<file path="src/hw/pch_pkg.sv">
// Constants for the function's configuration header register bank.
// Assumes an APB slave with 32-bit data and byte addresses.

package pch_pkg;

    // ************************************************************
    // Register byte addresses
    // ************************************************************
    localparam logic [7:0] ADDR_STATUS   = 8'h04;
    localparam logic [7:0] ADDR_CLASS    = 8'h08;
    localparam logic [7:0] ADDR_MISC     = 8'h0c;
    localparam logic [7:0] ADDR_IO_BASE  = 8'h10;
    localparam logic [7:0] ADDR_MEM_BASE = 8'h14;
    localparam logic [7:0] ADDR_BOARD    = 8'h2c;
    localparam logic [7:0] ADDR_CAP_PTR  = 8'h34;
    localparam logic [7:0] ADDR_IRQ      = 8'h3c;
    localparam logic [7:0] ADDR_PM_CAP   = 8'h80;

    // ************************************************************
    // Fixed field values
    // ************************************************************
    localparam logic [7:0]  CLASS_PROG_IF   = 8'h02;
    localparam logic [7:0]  CLASS_SUB       = 8'h00;
    localparam logic [7:0]  CLASS_BASE      = 8'h07;
    localparam logic [7:0]  LATENCY_VALUE   = 8'h00;
    localparam logic [7:0]  LAYOUT_VALUE    = 8'h00;
    localparam logic [7:0]  IRQ_PIN_VALUE   = 8'h01;
    localparam logic [7:0]  PM_TAG_VALUE    = 8'h01;
    localparam logic [7:0]  PM_NEXT_VALUE   = 8'h8c;
    localparam logic [2:0]  PM_REV_VALUE    = 3'h3;
    localparam logic        PM_CLOCK_VALUE  = 1'b0;
    localparam logic        PM_AUX_VALUE    = 1'b1;
    localparam int          STATUS_CAP_BIT  = 20;

    // ************************************************************
    // Reset values
    // ************************************************************
    // Revision and board codes: arbitrary neutral values
    localparam logic [7:0]  RST_REVISION    = 8'h5a;
    localparam logic [15:0] RST_BOARD_VEND  = 16'h1357;
    localparam logic [15:0] RST_BOARD_PROD  = 16'h2468;
    localparam logic [7:0]  RST_CAP_PTR     = 8'h80;
    localparam logic [7:0]  RST_LINE_SIZE   = 8'h00;
    localparam logic [7:0]  RST_IRQ_ROUTE   = 8'h00;
    localparam logic [31:0] RST_IO_BASE     = 32'h0000_0001;
    localparam logic [31:0] RST_MEM_BASE    = 32'h0000_0000;
    localparam logic        RST_PM_DSI      = 1'b0;
    localparam logic [2:0]  RST_PM_AUX_CUR  = 3'h7;
    localparam logic        RST_PM_D1       = 1'b1;
    localparam logic        RST_PM_D2       = 1'b1;
    localparam logic [4:0]  RST_PM_EVENTS   = 5'h08;

    // ************************************************************
    // Loader field selects
    // ************************************************************
    typedef enum logic [2:0] {
        PCH_LD_REVISION = 3'h0,
        PCH_LD_VENDOR   = 3'h1,
        PCH_LD_PRODUCT  = 3'h2,
        PCH_LD_CAP_PTR  = 3'h3,
        PCH_LD_PM_CAPS  = 3'h4
    } pch_load_sel_t;

endpackage

</file>
<file path="src/hw/pch_config_regs.sv">
// Configuration header register bank reached over APB.
// Assumes a default loader on pclk that holds load_busy high until done.
//
// The APB interface to the registers was chosen for this implementation.
`timescale 1ns/10ps
`default_nettype none

// ************************************************************
// Byte-lane merge for the full-word read-write registers
// ************************************************************
module pch_lane_merge
#(
    parameter int LANES = 4
)
(
    input  wire logic [8*LANES-1:0] old_word,
    input  wire logic [8*LANES-1:0] new_word,
    input  wire logic [LANES-1:0]   lanes,
    output logic      [8*LANES-1:0] merged
);

    // A lane with its strobe low keeps the stored byte
    always_comb
    begin
        merged = old_word;
        for (int b = 0; b < LANES; b++)
        begin
            if (lanes[b])
            begin
                merged[8*b +: 8] = new_word[8*b +: 8];
            end
        end
    end

endmodule

module pch_config_regs
(
    input  wire logic        pclk,
    input  wire logic        presetn,
    input  wire logic        psel,
    input  wire logic        penable,
    input  wire logic        pwrite,
    input  wire logic [7:0]  paddr,
    input  wire logic [31:0] pwdata,
    input  wire logic [3:0]  pstrb,
    output logic             pready,
    output logic [31:0]      prdata,
    output logic             pslverr,
    input  wire logic        load_busy,
    input  wire logic        load_wr,
    input  wire logic [2:0]  load_sel,
    input  wire logic [15:0] load_data,
    output logic [31:0]      io_window_base,
    output logic [31:0]      mem_window_base,
    output logic [7:0]       irq_routing,
    output logic [7:0]       line_size_hint
);

    // ************************************************************
    // State
    // ************************************************************
    typedef struct packed {
        logic        ready;
        logic [31:0] rdata;
        logic        slverr;
        logic [7:0]  revision;
        logic [15:0] board_vend;
        logic [15:0] board_prod;
        logic [7:0]  cap_ptr;
        logic        pm_dsi;
        logic [2:0]  pm_aux_cur;
        logic        pm_d1;
        logic        pm_d2;
        logic [4:0]  pm_events;
        logic [7:0]  line_size;
        logic [7:0]  irq_route;
        logic [31:0] io_base;
        logic [31:0] mem_base;
    } pch_state_t;

    pch_state_t state_q;
    pch_state_t state_d;

    logic        access;
    logic        commit;
    logic        hit;
    logic [31:0] rd_word;
    logic [31:0] io_merged;
    logic [31:0] mem_merged;

    // ************************************************************
    // Write data merged per byte lane
    // ************************************************************
    pch_lane_merge
    #(
        .LANES    (4)
    )
    io_merge_u
    (
        .old_word (state_q.io_base),
        .new_word (pwdata),
        .lanes    (pstrb),
        .merged   (io_merged)
    );

    pch_lane_merge
    #(
        .LANES    (4)
    )
    mem_merge_u
    (
        .old_word (state_q.mem_base),
        .new_word (pwdata),
        .lanes    (pstrb),
        .merged   (mem_merged)
    );

    // ************************************************************
    // Read decode
    // ************************************************************
    always_comb
    begin
        hit     = 1'b1;
        rd_word = 32'h0000_0000;
        unique case (paddr)
            pch_pkg::ADDR_STATUS:
            begin
                rd_word[pch_pkg::STATUS_CAP_BIT] = 1'b1;
            end
            pch_pkg::ADDR_CLASS:
            begin
                rd_word = {pch_pkg::CLASS_BASE,
                           pch_pkg::CLASS_SUB,
                           pch_pkg::CLASS_PROG_IF,
                           state_q.revision};
            end
            pch_pkg::ADDR_MISC:
            begin
                rd_word = {8'h00,
                           pch_pkg::LAYOUT_VALUE,
                           pch_pkg::LATENCY_VALUE,
                           state_q.line_size};
            end
            pch_pkg::ADDR_IO_BASE:
            begin
                rd_word = state_q.io_base;
            end
            pch_pkg::ADDR_MEM_BASE:
            begin
                rd_word = state_q.mem_base;
            end
            pch_pkg::ADDR_BOARD:
            begin
                rd_word = {state_q.board_prod,
                           state_q.board_vend};
            end
            pch_pkg::ADDR_CAP_PTR:
            begin
                rd_word = {24'h00_0000, state_q.cap_ptr};
            end
            pch_pkg::ADDR_IRQ:
            begin
                rd_word = {16'h0000,
                           pch_pkg::IRQ_PIN_VALUE,
                           state_q.irq_route};
            end
            pch_pkg::ADDR_PM_CAP:
            begin
                rd_word = {state_q.pm_events,
                           state_q.pm_d2,
                           state_q.pm_d1,
                           state_q.pm_aux_cur,
                           state_q.pm_dsi,
                           pch_pkg::PM_AUX_VALUE,
                           pch_pkg::PM_CLOCK_VALUE,
                           pch_pkg::PM_REV_VALUE,
                           pch_pkg::PM_NEXT_VALUE,
                           pch_pkg::PM_TAG_VALUE};
            end
            default:
            begin
                hit = 1'b0;
            end
        endcase
    end

    // ************************************************************
    // Bus handshake and register updates
    // ************************************************************
    assign access = psel && penable;
    assign commit = access && state_q.ready;

    always_comb
    begin
        state_d        = state_q;
        state_d.ready  = 1'b0;
        state_d.slverr = 1'b0;

        // No answer while defaults are still loading
        if (access && !state_q.ready && !load_busy)
        begin
            state_d.ready  = 1'b1;
            state_d.slverr = !hit;
            state_d.rdata  = pwrite ? 32'h0000_0000 : rd_word;
        end

        // Only read-write fields take bus writes; byte lanes respected
        if (commit && pwrite)
        begin
            unique case (paddr)
                pch_pkg::ADDR_MISC:
                begin
                    if (pstrb[0])
                    begin
                        state_d.line_size = pwdata[7:0];
                    end
                end
                pch_pkg::ADDR_IO_BASE:
                begin
                    state_d.io_base = io_merged;
                end
                pch_pkg::ADDR_MEM_BASE:
                begin
                    state_d.mem_base = mem_merged;
                end
                pch_pkg::ADDR_IRQ:
                begin
                    if (pstrb[0])
                    begin
                        state_d.irq_route = pwdata[7:0];
                    end
                end
                default:
                begin
                    state_d.ready = 1'b0;
                end
            endcase
        end

        // Loader replaces the replaceable defaults
        if (load_wr)
        begin
            unique case (load_sel)
                pch_pkg::PCH_LD_REVISION:
                begin
                    state_d.revision = load_data[7:0];
                end
                pch_pkg::PCH_LD_VENDOR:
                begin
                    state_d.board_vend = load_data;
                end
                pch_pkg::PCH_LD_PRODUCT:
                begin
                    state_d.board_prod = load_data;
                end
                pch_pkg::PCH_LD_CAP_PTR:
                begin
                    state_d.cap_ptr = load_data[7:0];
                end
                pch_pkg::PCH_LD_PM_CAPS:
                begin
                    // Image bits 15:5 map onto capability bits 31:21
                    state_d.pm_dsi     = load_data[5];
                    state_d.pm_aux_cur = load_data[8:6];
                    state_d.pm_d1      = load_data[9];
                    state_d.pm_d2      = load_data[10];
                    state_d.pm_events  = load_data[15:11];
                end
                default:
                begin
                    state_d.ready = state_d.ready;
                end
            endcase
        end
    end

    always_ff @(posedge pclk or negedge presetn)
    begin
        if (!presetn)
        begin
            state_q.ready      <= 1'b0;
            state_q.rdata      <= 32'h0000_0000;
            state_q.slverr     <= 1'b0;
            state_q.revision   <= pch_pkg::RST_REVISION;
            state_q.board_vend <= pch_pkg::RST_BOARD_VEND;
            state_q.board_prod <= pch_pkg::RST_BOARD_PROD;
            state_q.cap_ptr    <= pch_pkg::RST_CAP_PTR;
            state_q.pm_dsi     <= pch_pkg::RST_PM_DSI;
            state_q.pm_aux_cur <= pch_pkg::RST_PM_AUX_CUR;
            state_q.pm_d1      <= pch_pkg::RST_PM_D1;
            state_q.pm_d2      <= pch_pkg::RST_PM_D2;
            state_q.pm_events  <= pch_pkg::RST_PM_EVENTS;
            state_q.line_size  <= pch_pkg::RST_LINE_SIZE;
            state_q.irq_route  <= pch_pkg::RST_IRQ_ROUTE;
            state_q.io_base    <= pch_pkg::RST_IO_BASE;
            state_q.mem_base   <= pch_pkg::RST_MEM_BASE;
        end
        else
        begin
            state_q <= state_d;
        end
    end

    // ************************************************************
    // Outputs
    // ************************************************************
    assign pready          = state_q.ready;
    assign prdata          = state_q.rdata;
    assign pslverr         = state_q.slverr;
    assign io_window_base  = state_q.io_base;
    assign mem_window_base = state_q.mem_base;
    assign irq_routing     = state_q.irq_route;
    assign line_size_hint  = state_q.line_size;

endmodule

`default_nettype wire

</file>
<file path="config.mk">
export PLATFORM = sky130hd
export DESIGN_NAME = pch_config_regs
export DESIGN_NICKNAME = d
export VERILOG_FILES = /design/src/hw/pch_pkg.sv /design/src/hw/pch_config_regs.sv
export SDC_FILE = /design/constraint.sdc
export NUM_CORES = 1
export LEC_CHECK = 0
export ABC_AREA = 1
export BUFFER_PORTS_ARGS = -buffer_cell sky130_fd_sc_hd__buf_4
export CORE_MARGIN = 5
export CORE_UTILIZATION = 34
export CTS_CLUSTER_DIAMETER = 40
export DETAILED_ROUTE_END_ITERATION = 10
export GPL_TIMING_DRIVEN = 0
export PLACE_DENSITY = 0.65
export SETUP_SLACK_MARGIN = 0.02
export SLEW_MARGIN = 25
export SYNTH_ARGS = -nofsm -noshare
export SYNTH_HDL_FRONTEND = slang
export SYNTH_SLANG_ARGS = --single-unit
</file>
<file path="constraint.sdc">
create_clock -name pclk -period 1.24 [get_ports pclk]
set_input_delay 0.248 -clock pclk [delete_from_list [all_inputs] [get_ports pclk]]
set_output_delay 0.248 -clock pclk [all_outputs]
set_load 0.05 [all_outputs]
</file>
* Word level (Yosys, flattened, before mapping)
Index checks and enable logic that the tools add are counted.
Operators by class: muxes and demuxes 8, bitwise logic cells 0, $mul 0, eq/ne operators 13, order comparisons 0, divide/modulo/power cells 0, shift operators 0, reduce and logical (&&, ||, !) cells 27, $add $sub $neg 0
Operator list (count):
- $pmux 20 s8 | 1
- $pmux 11 s5 | 1
- $mux 34 | 1
- $mux 32 | 1
- $reduce_and 3->1 | 10
- $eq 8x6->1 const B | 3
- $eq 8x4->1 const B | 2
- $eq 8x5->1 const B | 2
- $reduce_and 2->1 | 5
- $reduce_or 9->1 | 1
- $eq 8x3->1 const B | 1
- $eq 8x8->1 const B | 1
- $eq 3x2->1 const B | 2
- $logic_and 1x1->1 | 5
- $pmux 1 s4 | 1
- $reduce_or 4->1 | 1
- $eq 3x1->1 const B | 1
- $eq 3x3->1 const B | 1
- $logic_not 1->1 | 3
- $logic_not 3->1 | 1
- $mux 1 | 3
- $reduce_or 2->1 | 1
Storage, ports and cells: ROM bits 0, bits in registers 173, bits in latches 0, logic and storage cells 70, memories kept 0, RAM bits 0, output and inout bits 114

* Logic depth before layout (Yosys ltp)
Gate-level depths: netlist of run 1.
depth after elaboration 7, depth in mapped cells 12

* Cells and area by module
Synthesis of run 1 repeated with hierarchy kept, for this count alone.
Second synthesis, totals: cells, all modules 1327, area, all modules 9755.6 µm²
Modules (own cells, without submodules):
- pch_config_regs | times used 1, cells an instance 1119, area each 8914.8 µm²
- pch_lane_merge | times used 2, cells an instance 104, area each 420.4 µm²

* Worst setup path before layout of run 1
Ideal clock, no wire load.
path type reg-to-reg, start reg state_q, in the netlist pready, end reg state_q, in the netlist irq_routing[5], slack -409 ps, arrival 1518 ps, setup time 131 ps, cell stages (with the launch flop) 7, data required time 1109 ps, path through dfrtp_1 -> nand4_1 -> nor2_2 -> nand3_2 -> clkbuf_1 -> nand2_1 -> o21ai_0
Between the ends: longest elaborated chain between the ends 3
Ends and longest elaborated chain:
- start, declared | line pch_config_regs.sv:82 | pch_state_t state_q;
- start signal, assigned | line pch_config_regs.sv:301 | state_q <= state_d;
- $logic_and 1x1->1 | line pch_config_regs.sv:192 | assign commit = access && state_q.ready;
- $logic_and 1x1->1 | line pch_config_regs.sv:209 | if (commit && pwrite)
- $reduce_and 3->1 (no source line)
Every way passes these cells. A chain may end at the register's enable or synchronous reset.

* Worst setup path in the final report of run 1
start reg state_q, in the netlist pready, end reg state_q, in the netlist mem_window_base[6]
Same word-level chain as after synthesis.

==> results of run 1 <==
worst paths after layout:
kind,end,slack (ns),cells past startpoint
worst max register to register,mem_window_base[6],-0.28,8
min in group asynchronous,line_size_hint[5],0.30,2
max in group asynchronous,state_q[112],0.19,3
worst min register to register,state_q[88],0.49,2
worst min-delay path,mem_window_base[12],0.08,3
worst max-delay path,mem_window_base[6],-0.28,8
routing by layer:
| metal | vias to the layer above | global-route usage | wire length, um |
|---|---|---|---|
| met5 | - | 0 | 17 |
| met4 | 2 | 0.0767 | 1020 |
| met1 | 4029 | 0.272 | 12600 |
| li1 | 3876 | - | - |
| met2 | 339 | 0.334 | 15500 |
| met3 | 65 | 0.0328 | 1930 |
state kept, by name, summed over array words and instances, names as in the netlist:
name             cells
line_size_hint       8
irq_routing          8
prdata              32
io_window_base      32
mem_window_base     32
pslverr              1
state_q             59
pready               1
kinds of logic after synthesis:
| family | synth area share |
|---|---|
| AOI/OAI and AO/OA | 0.0847 |
| buffers and inverters | 0.164 |
| and+or+nand+nor | 0.250 |
| DFF | 0.502 |
Yosys cell counts (all sizes together):
cell / n / area, um^2
nor3: 3 / 20.0
buf: 138 / 978
clkinv: 2 / 7.51
dfstp: 25 / 657
and2: 1 / 6.26
nand3: 120 / 606
nand2: 333 / 1270
clkbuf: 20 / 75.1
nand4: 10 / 62.6
nand3b: 2 / 15.0
dfrtp: 148 / 3700
o21ai: 147 / 736
nor2: 44 / 195
inv: 96 / 360
power groups by stage:
stage               Clock, mW  Combinational [mW]  Sequential [mW]
floorplan                   0               0.503             6.37
global placement            0               0.953             6.42
detailed placement          0                1.00             6.43
CTS                      6.01                1.11             6.33
global route             6.24                1.29             6.38
finish                   5.98                1.15             6.35
critical path, cell delays in order (launching register included):
cell	delay, ns
dfrtp_2	0.38
nand4_1	0.13
buf_6	0.17
nor2_4	0.23
buf_6	0.16
nand2_8	0.07
buf_6	0.15
nand2_2	0.06
o21ai_2	0.05
what timing repair did:
action                                 4_1_cts  5_1_grt
hold buffers                                 1        0
endpoints found under the hold margin       42        0
setup buffers                              114       28
gates cloned                                 6        6
pin swaps                                   29       26
setup endpoints to repair                  228      227
resized for setup                          379      204
through the flow:
step | TNS [ns] | cells | utilization
3_3_place_gp | -246.30 | 1602 | 0.419
5_1_grt | -34.41 | 1691 | 0.540
4_1_cts | -18.18 | 1666 | 0.511
3_5_place_dp | -77.37 | 1604 | 0.421
6_report | -24.89 | 1691 | 0.540
2_1_floorplan | -21.05 | 1089 | -
cells in the final DEF, fill, tap and decap left out, types with 3 or more instances in the layout:
master / instances
nand2_4: 21
nand2_2: 51
buf_4: 187
nor2_4: 9
buf_6: 52
nand2_1: 260
buf_2: 10
clkinv_2: 3
o21ai_0: 64
nor2_1: 31
o21ai_1: 23
bufinv_16: 5
buf_8: 122
dfstp_2: 25
buf_12: 5
clkbuf_16: 20
o21ai_2: 58
nand3_2: 17
inv_1: 93
nand3_1: 102
nand4_1: 10
clkinv_4: 4
dfrtp_1: 147
buf_16: 3
nor2_2: 4
clkbuf_1: 11
cell type report:
class	count	area share
clock buffers	19	0.0326
repair buffers	339	0.272
well taps	330	0.0303
plain buffers	59	0.0379
flip-flops and latches	173	0.321
multi-input cells	660	0.264
clock inverters	13	0.0157
inverters	98	0.0276
==> impl_metrics.tcl, run 1 <==
set metrics [dict create \
    p_switching_mw 3.25 \
    synth.cell_area_um2 8690 \
    finalCritPeriodShare 1.22 \
    p_total_mw 13.5 \
    finalSetupViolCount 218 \
    finalClockSkew_ns 0.00906 \
    cp_data_arrival_time_ns 1.84 \
    multiInputGateArea_um2 3590 \
    insertion_delay_ns 0.43 \
    routedWlPerCell_um 18.4 \
    swShare 0.241 \
    initialDrtViolationCount 839 \
    gp_congestion 0.898 \
    slew_headroom 0.486 \
    p_seq_frac 0.471 \
    cap_violations 0 \
    totalWireLength_um 31100 \
    die_w_um 170 \
    cp.required_ns 1.56 \
    p_per_area_nw_per_um2 990 \
    crit_type "reg2reg" \
    grt_pass1_vias 8202 \
    internal_power_mw 10.2 \
    final-seq-area_um2 4360 \
    status "finished, violations left" \
    area_growth_pct 56.6 \
    rows 58 \
    hold_path_startpoint "pwdata[12]" \
    ys_types 24 \
    ant_nets 0 \
    place_ws_ns -0.741 \
    cts_tree "done" \
    clk_pin_slew_ns 0.07 \
    cts_made_buffers 17 \
    viasPerCell 4.91 \
    vias 8311 \
    grt_pass1_wl_um 45800 \
    yosysWarnings 0 \
    fmax_mhz 658 \
    cts_buffer_depth 2 \
    critPathMaxFanout 8 \
    end_kind "flip-flop" \
    syn-num-nets 1159 \
    syn_avg_cell_area_um2 7.98 \
    die_height_um 170 \
    violations "setup timing" \
    max_slew.worst_pin.slew_ns 0.771 \
    dpl.hpwl_um 21100 \
    ys_seq_area_frac 0.502 \
    coreArea_um2 25200 \
    nNetsFinal 1418 \
    grt_usage 0.204 \
    p_leak_nw 6.99 \
    combPwrFrac 0.085 \
    grt_overflow 0 \
    drc_errors 0 \
    cts_root_buffer "clkbuf_16" \
    drt_first_pass_iters 5 \
    antenna_found_initial 1 \
    r2r_start "pready" \
    hold_viol 0 \
    die_area_um2 28900 \
    worstSetupStartpointType "flip-flop" \
    placed_area_um2 10600 \
    yosys_register_bits 173 \
    io_buffers 183 \
    drv_slew 0 \
    crit_path_start "pready" \
    fin_crit_ns 1.52 \
    vdd_drop_max_v 0.000795 \
    synth_cells 1089 \
    rsz0062_at_grt "yes" \
    setup_slack_ns -0.279 \
    whs_ns 0.0750 \
    nFillCells 2144 \
    antenna_cells 0 \
    power.share.clock 0.444 \
    htree_levels 4 \
    initial_core_util 0.345 \
    min_path_type "in2reg" \
    grt_max_degree 79 \
    final_layout_size_suffix_gt1_frac 0.450 \
    final_area_um2 13600 \
    cts_sinks 173 \
    pin_count 184 \
]
No activity file was read; power rests on OpenSTA's default activity.
==> inputs of run 2 (changes only) <==
PLACE_DENSITY = unset   (was 0.65)
==> run 2 against run 1 <==
Via count shrank 1.6%; critical endpoint is now pslverr; non-clock buffer count fell by 4; sequential share of layout area up 0.98 points; hold slack improved by 0.0015 ns; the flow still finishes with violations (setup timing); largest power group unchanged; maximum frequency rose by 0.23%; sequential cell count stayed put.
==> impl_metrics.tcl, run 2 (synthesis gave the netlist of run 1 again) <==
set metrics [dict create \
    final_common_cell "nand2_1" \
    initial_core_util 0.345 \
    violations "setup timing" \
    power.share.clock 0.422 \
    clk_pin_slew_ns 0.07 \
    swShare 0.249 \
    finalCritPeriodShare 1.22 \
    grt_pass1_wl_um 46000 \
    rr_worst_depth 6 \
    whs_ns 0.0766 \
    nNetsFinal 1414 \
    drc_errors 0 \
    grtUsageMet1 0.276 \
    grt_pass1_vias 8227 \
    totalWireLength_um 29800 \
    multiInputGateArea_um2 3330 \
    die_height_um 170 \
    status "finished, violations left" \
    worstHoldPathCells 3 \
    drt_first_pass_iters 5 \
    final-seq-area_um2 4360 \
    critPathMaxFanout 6 \
    max_slew.worst_pin.slew_ns 0.670 \
    p_leak_nw 6.75 \
    place_ws_ns -0.817 \
    rows 58 \
    area_growth_pct 52.0 \
    nFillCells 2258 \
    vdd_drop_max_v 0.000824 \
    cts_made_buffers 17 \
    fmax_mhz 660 \
    end_kind "flip-flop" \
    worstSetupStartpointType "flip-flop" \
    internal_power_mw 9.77 \
    routedWlPerCell_um 17.7 \
    top_register "state_q" \
    final_layout_size_suffix_gt1_frac 0.401 \
    coreArea_um2 25200 \
    final_cells 1685 \
    dpl.hpwl_um 21100 \
    die_area_um2 28900 \
    cts_tree "done" \
    die_w_um 170 \
    fin_crit_ns 1.52 \
    p_per_area_nw_per_um2 985 \
    rr_endpoint "pslverr" \
    pin_count 184 \
    combPwrFrac 0.090 \
    cts_sinks 173 \
    fin_setup_tns_ns -21.18 \
    cp.required_ns 1.59 \
    slew_headroom 0.554 \
    io_buffers 183 \
    cp_data_arrival_time_ns 1.87 \
    htree_levels 4 \
    grt_overflow 0 \
    rsz0062_at_grt "yes" \
    use_met3 0.0395 \
    dp.cells 1604 \
    initialDrtViolationCount 639 \
    regToRegSetupSlack_ns -0.28 \
    ant_nets 0 \
    insertion_delay_ns 0.43 \
    final_cell_mix "nand2_1 (284), buf_4 (199), dfrtp_1 (146)" \
    gp_congestion 0.854 \
    cts_root_buffer "clkbuf_16" \
    holdPathEnd "io_window_base[20]" \
    min_path_type "in2reg" \
    finish.utilization 0.524 \
    finalSetupViolCount 189 \
    grt_max_degree 68 \
    gr-usage-met2 0.337 \
    p_seq_frac 0.488 \
    antenna_found_initial 0 \
    setup_slack_ns -0.275 \
    crit_type "reg2reg" \
    vias 8175 \
    cts_buffer_depth 2 \
    grt_usage 0.204 \
    cap_violations 0 \
    finalClockSkew_ns 0.0114 \
    antenna_cells 0 \
    busiest_layer "met2" \
    largest_reg_flops 59 \
    p_switching_mw 3.23 \
    hold_path_startpoint "pwdata[20]" \
    drv_slew 0 \
    viasPerCell 4.85 \
    hold_viol 0 \
    r2r_start "pready" \
]
==> run 2: layout make-up <==
class                   instances  area share
flip-flops and latches        173       0.330
clock inverters                13      0.0127
repair buffers                337       0.276
plain buffers                  57      0.0372
inverters                      98      0.0284
well taps                     330      0.0313
multi-input cells             660       0.252
clock buffers                  17      0.0322
==> run 2: metal layers <==
metal / vias up / share of wire
li1: 3874 / -
met3: 43 / 0.056
met2: 249 / 0.49
met4: 0 / 0.020
met1: 4009 / 0.43
met5: - / 0
==> run 2: metrics by stage <==
step / total power, mW / cell area [um^2]
finish: 13.0 / 13200
global route: 13.4 / 13200
CTS: 13.0 / 12900
detailed placement: 7.43 / 10600
global placement: 7.37 / 10500
floorplan: 6.88 / 8750
==> run 2: power groups by stage <==
stage               combinational [mW]  sequential, mW  clock (mW)
floorplan                        0.503            6.37           0
global placement                 0.953            6.42           0
detailed placement               0.999            6.43           0
CTS                               1.13            6.33        5.54
global route                      1.31            6.38        5.76
finish                            1.17            6.34        5.49
==> run 2: critical path, stage by stage, from the launching register on <==
cell      delay (ns)
dfrtp_2         0.43
nor3_4          0.35
clkinv_4        0.17
buf_6           0.16
nor3_2          0.14
nand2_1         0.07
nor2_1          0.11
==> run 2: worst max path at each step <==
| stage | startpoint | to |
|---|---|---|
| finish | pready | pslverr |
| detailed placement | pready | io_window_base[5] |
| global route | pready | pslverr |
| floorplan | pready | line_size_hint[5] |
| global placement | presetn | pready |
| CTS | pready | io_window_base[5] |
==> run 2: timing repair <==
| item | in CTS | in global routing |
|---|---|---|
| cloned | 6 | 2 |
| setup endpoints to repair | 228 | 227 |
| resized for setup | 363 | 85 |
| buffers inserted | 123 | 22 |
| endpoints found under the hold margin | 40 | 0 |
| pin swaps | 35 | 17 |
| hold buffers | 1 | 0 |
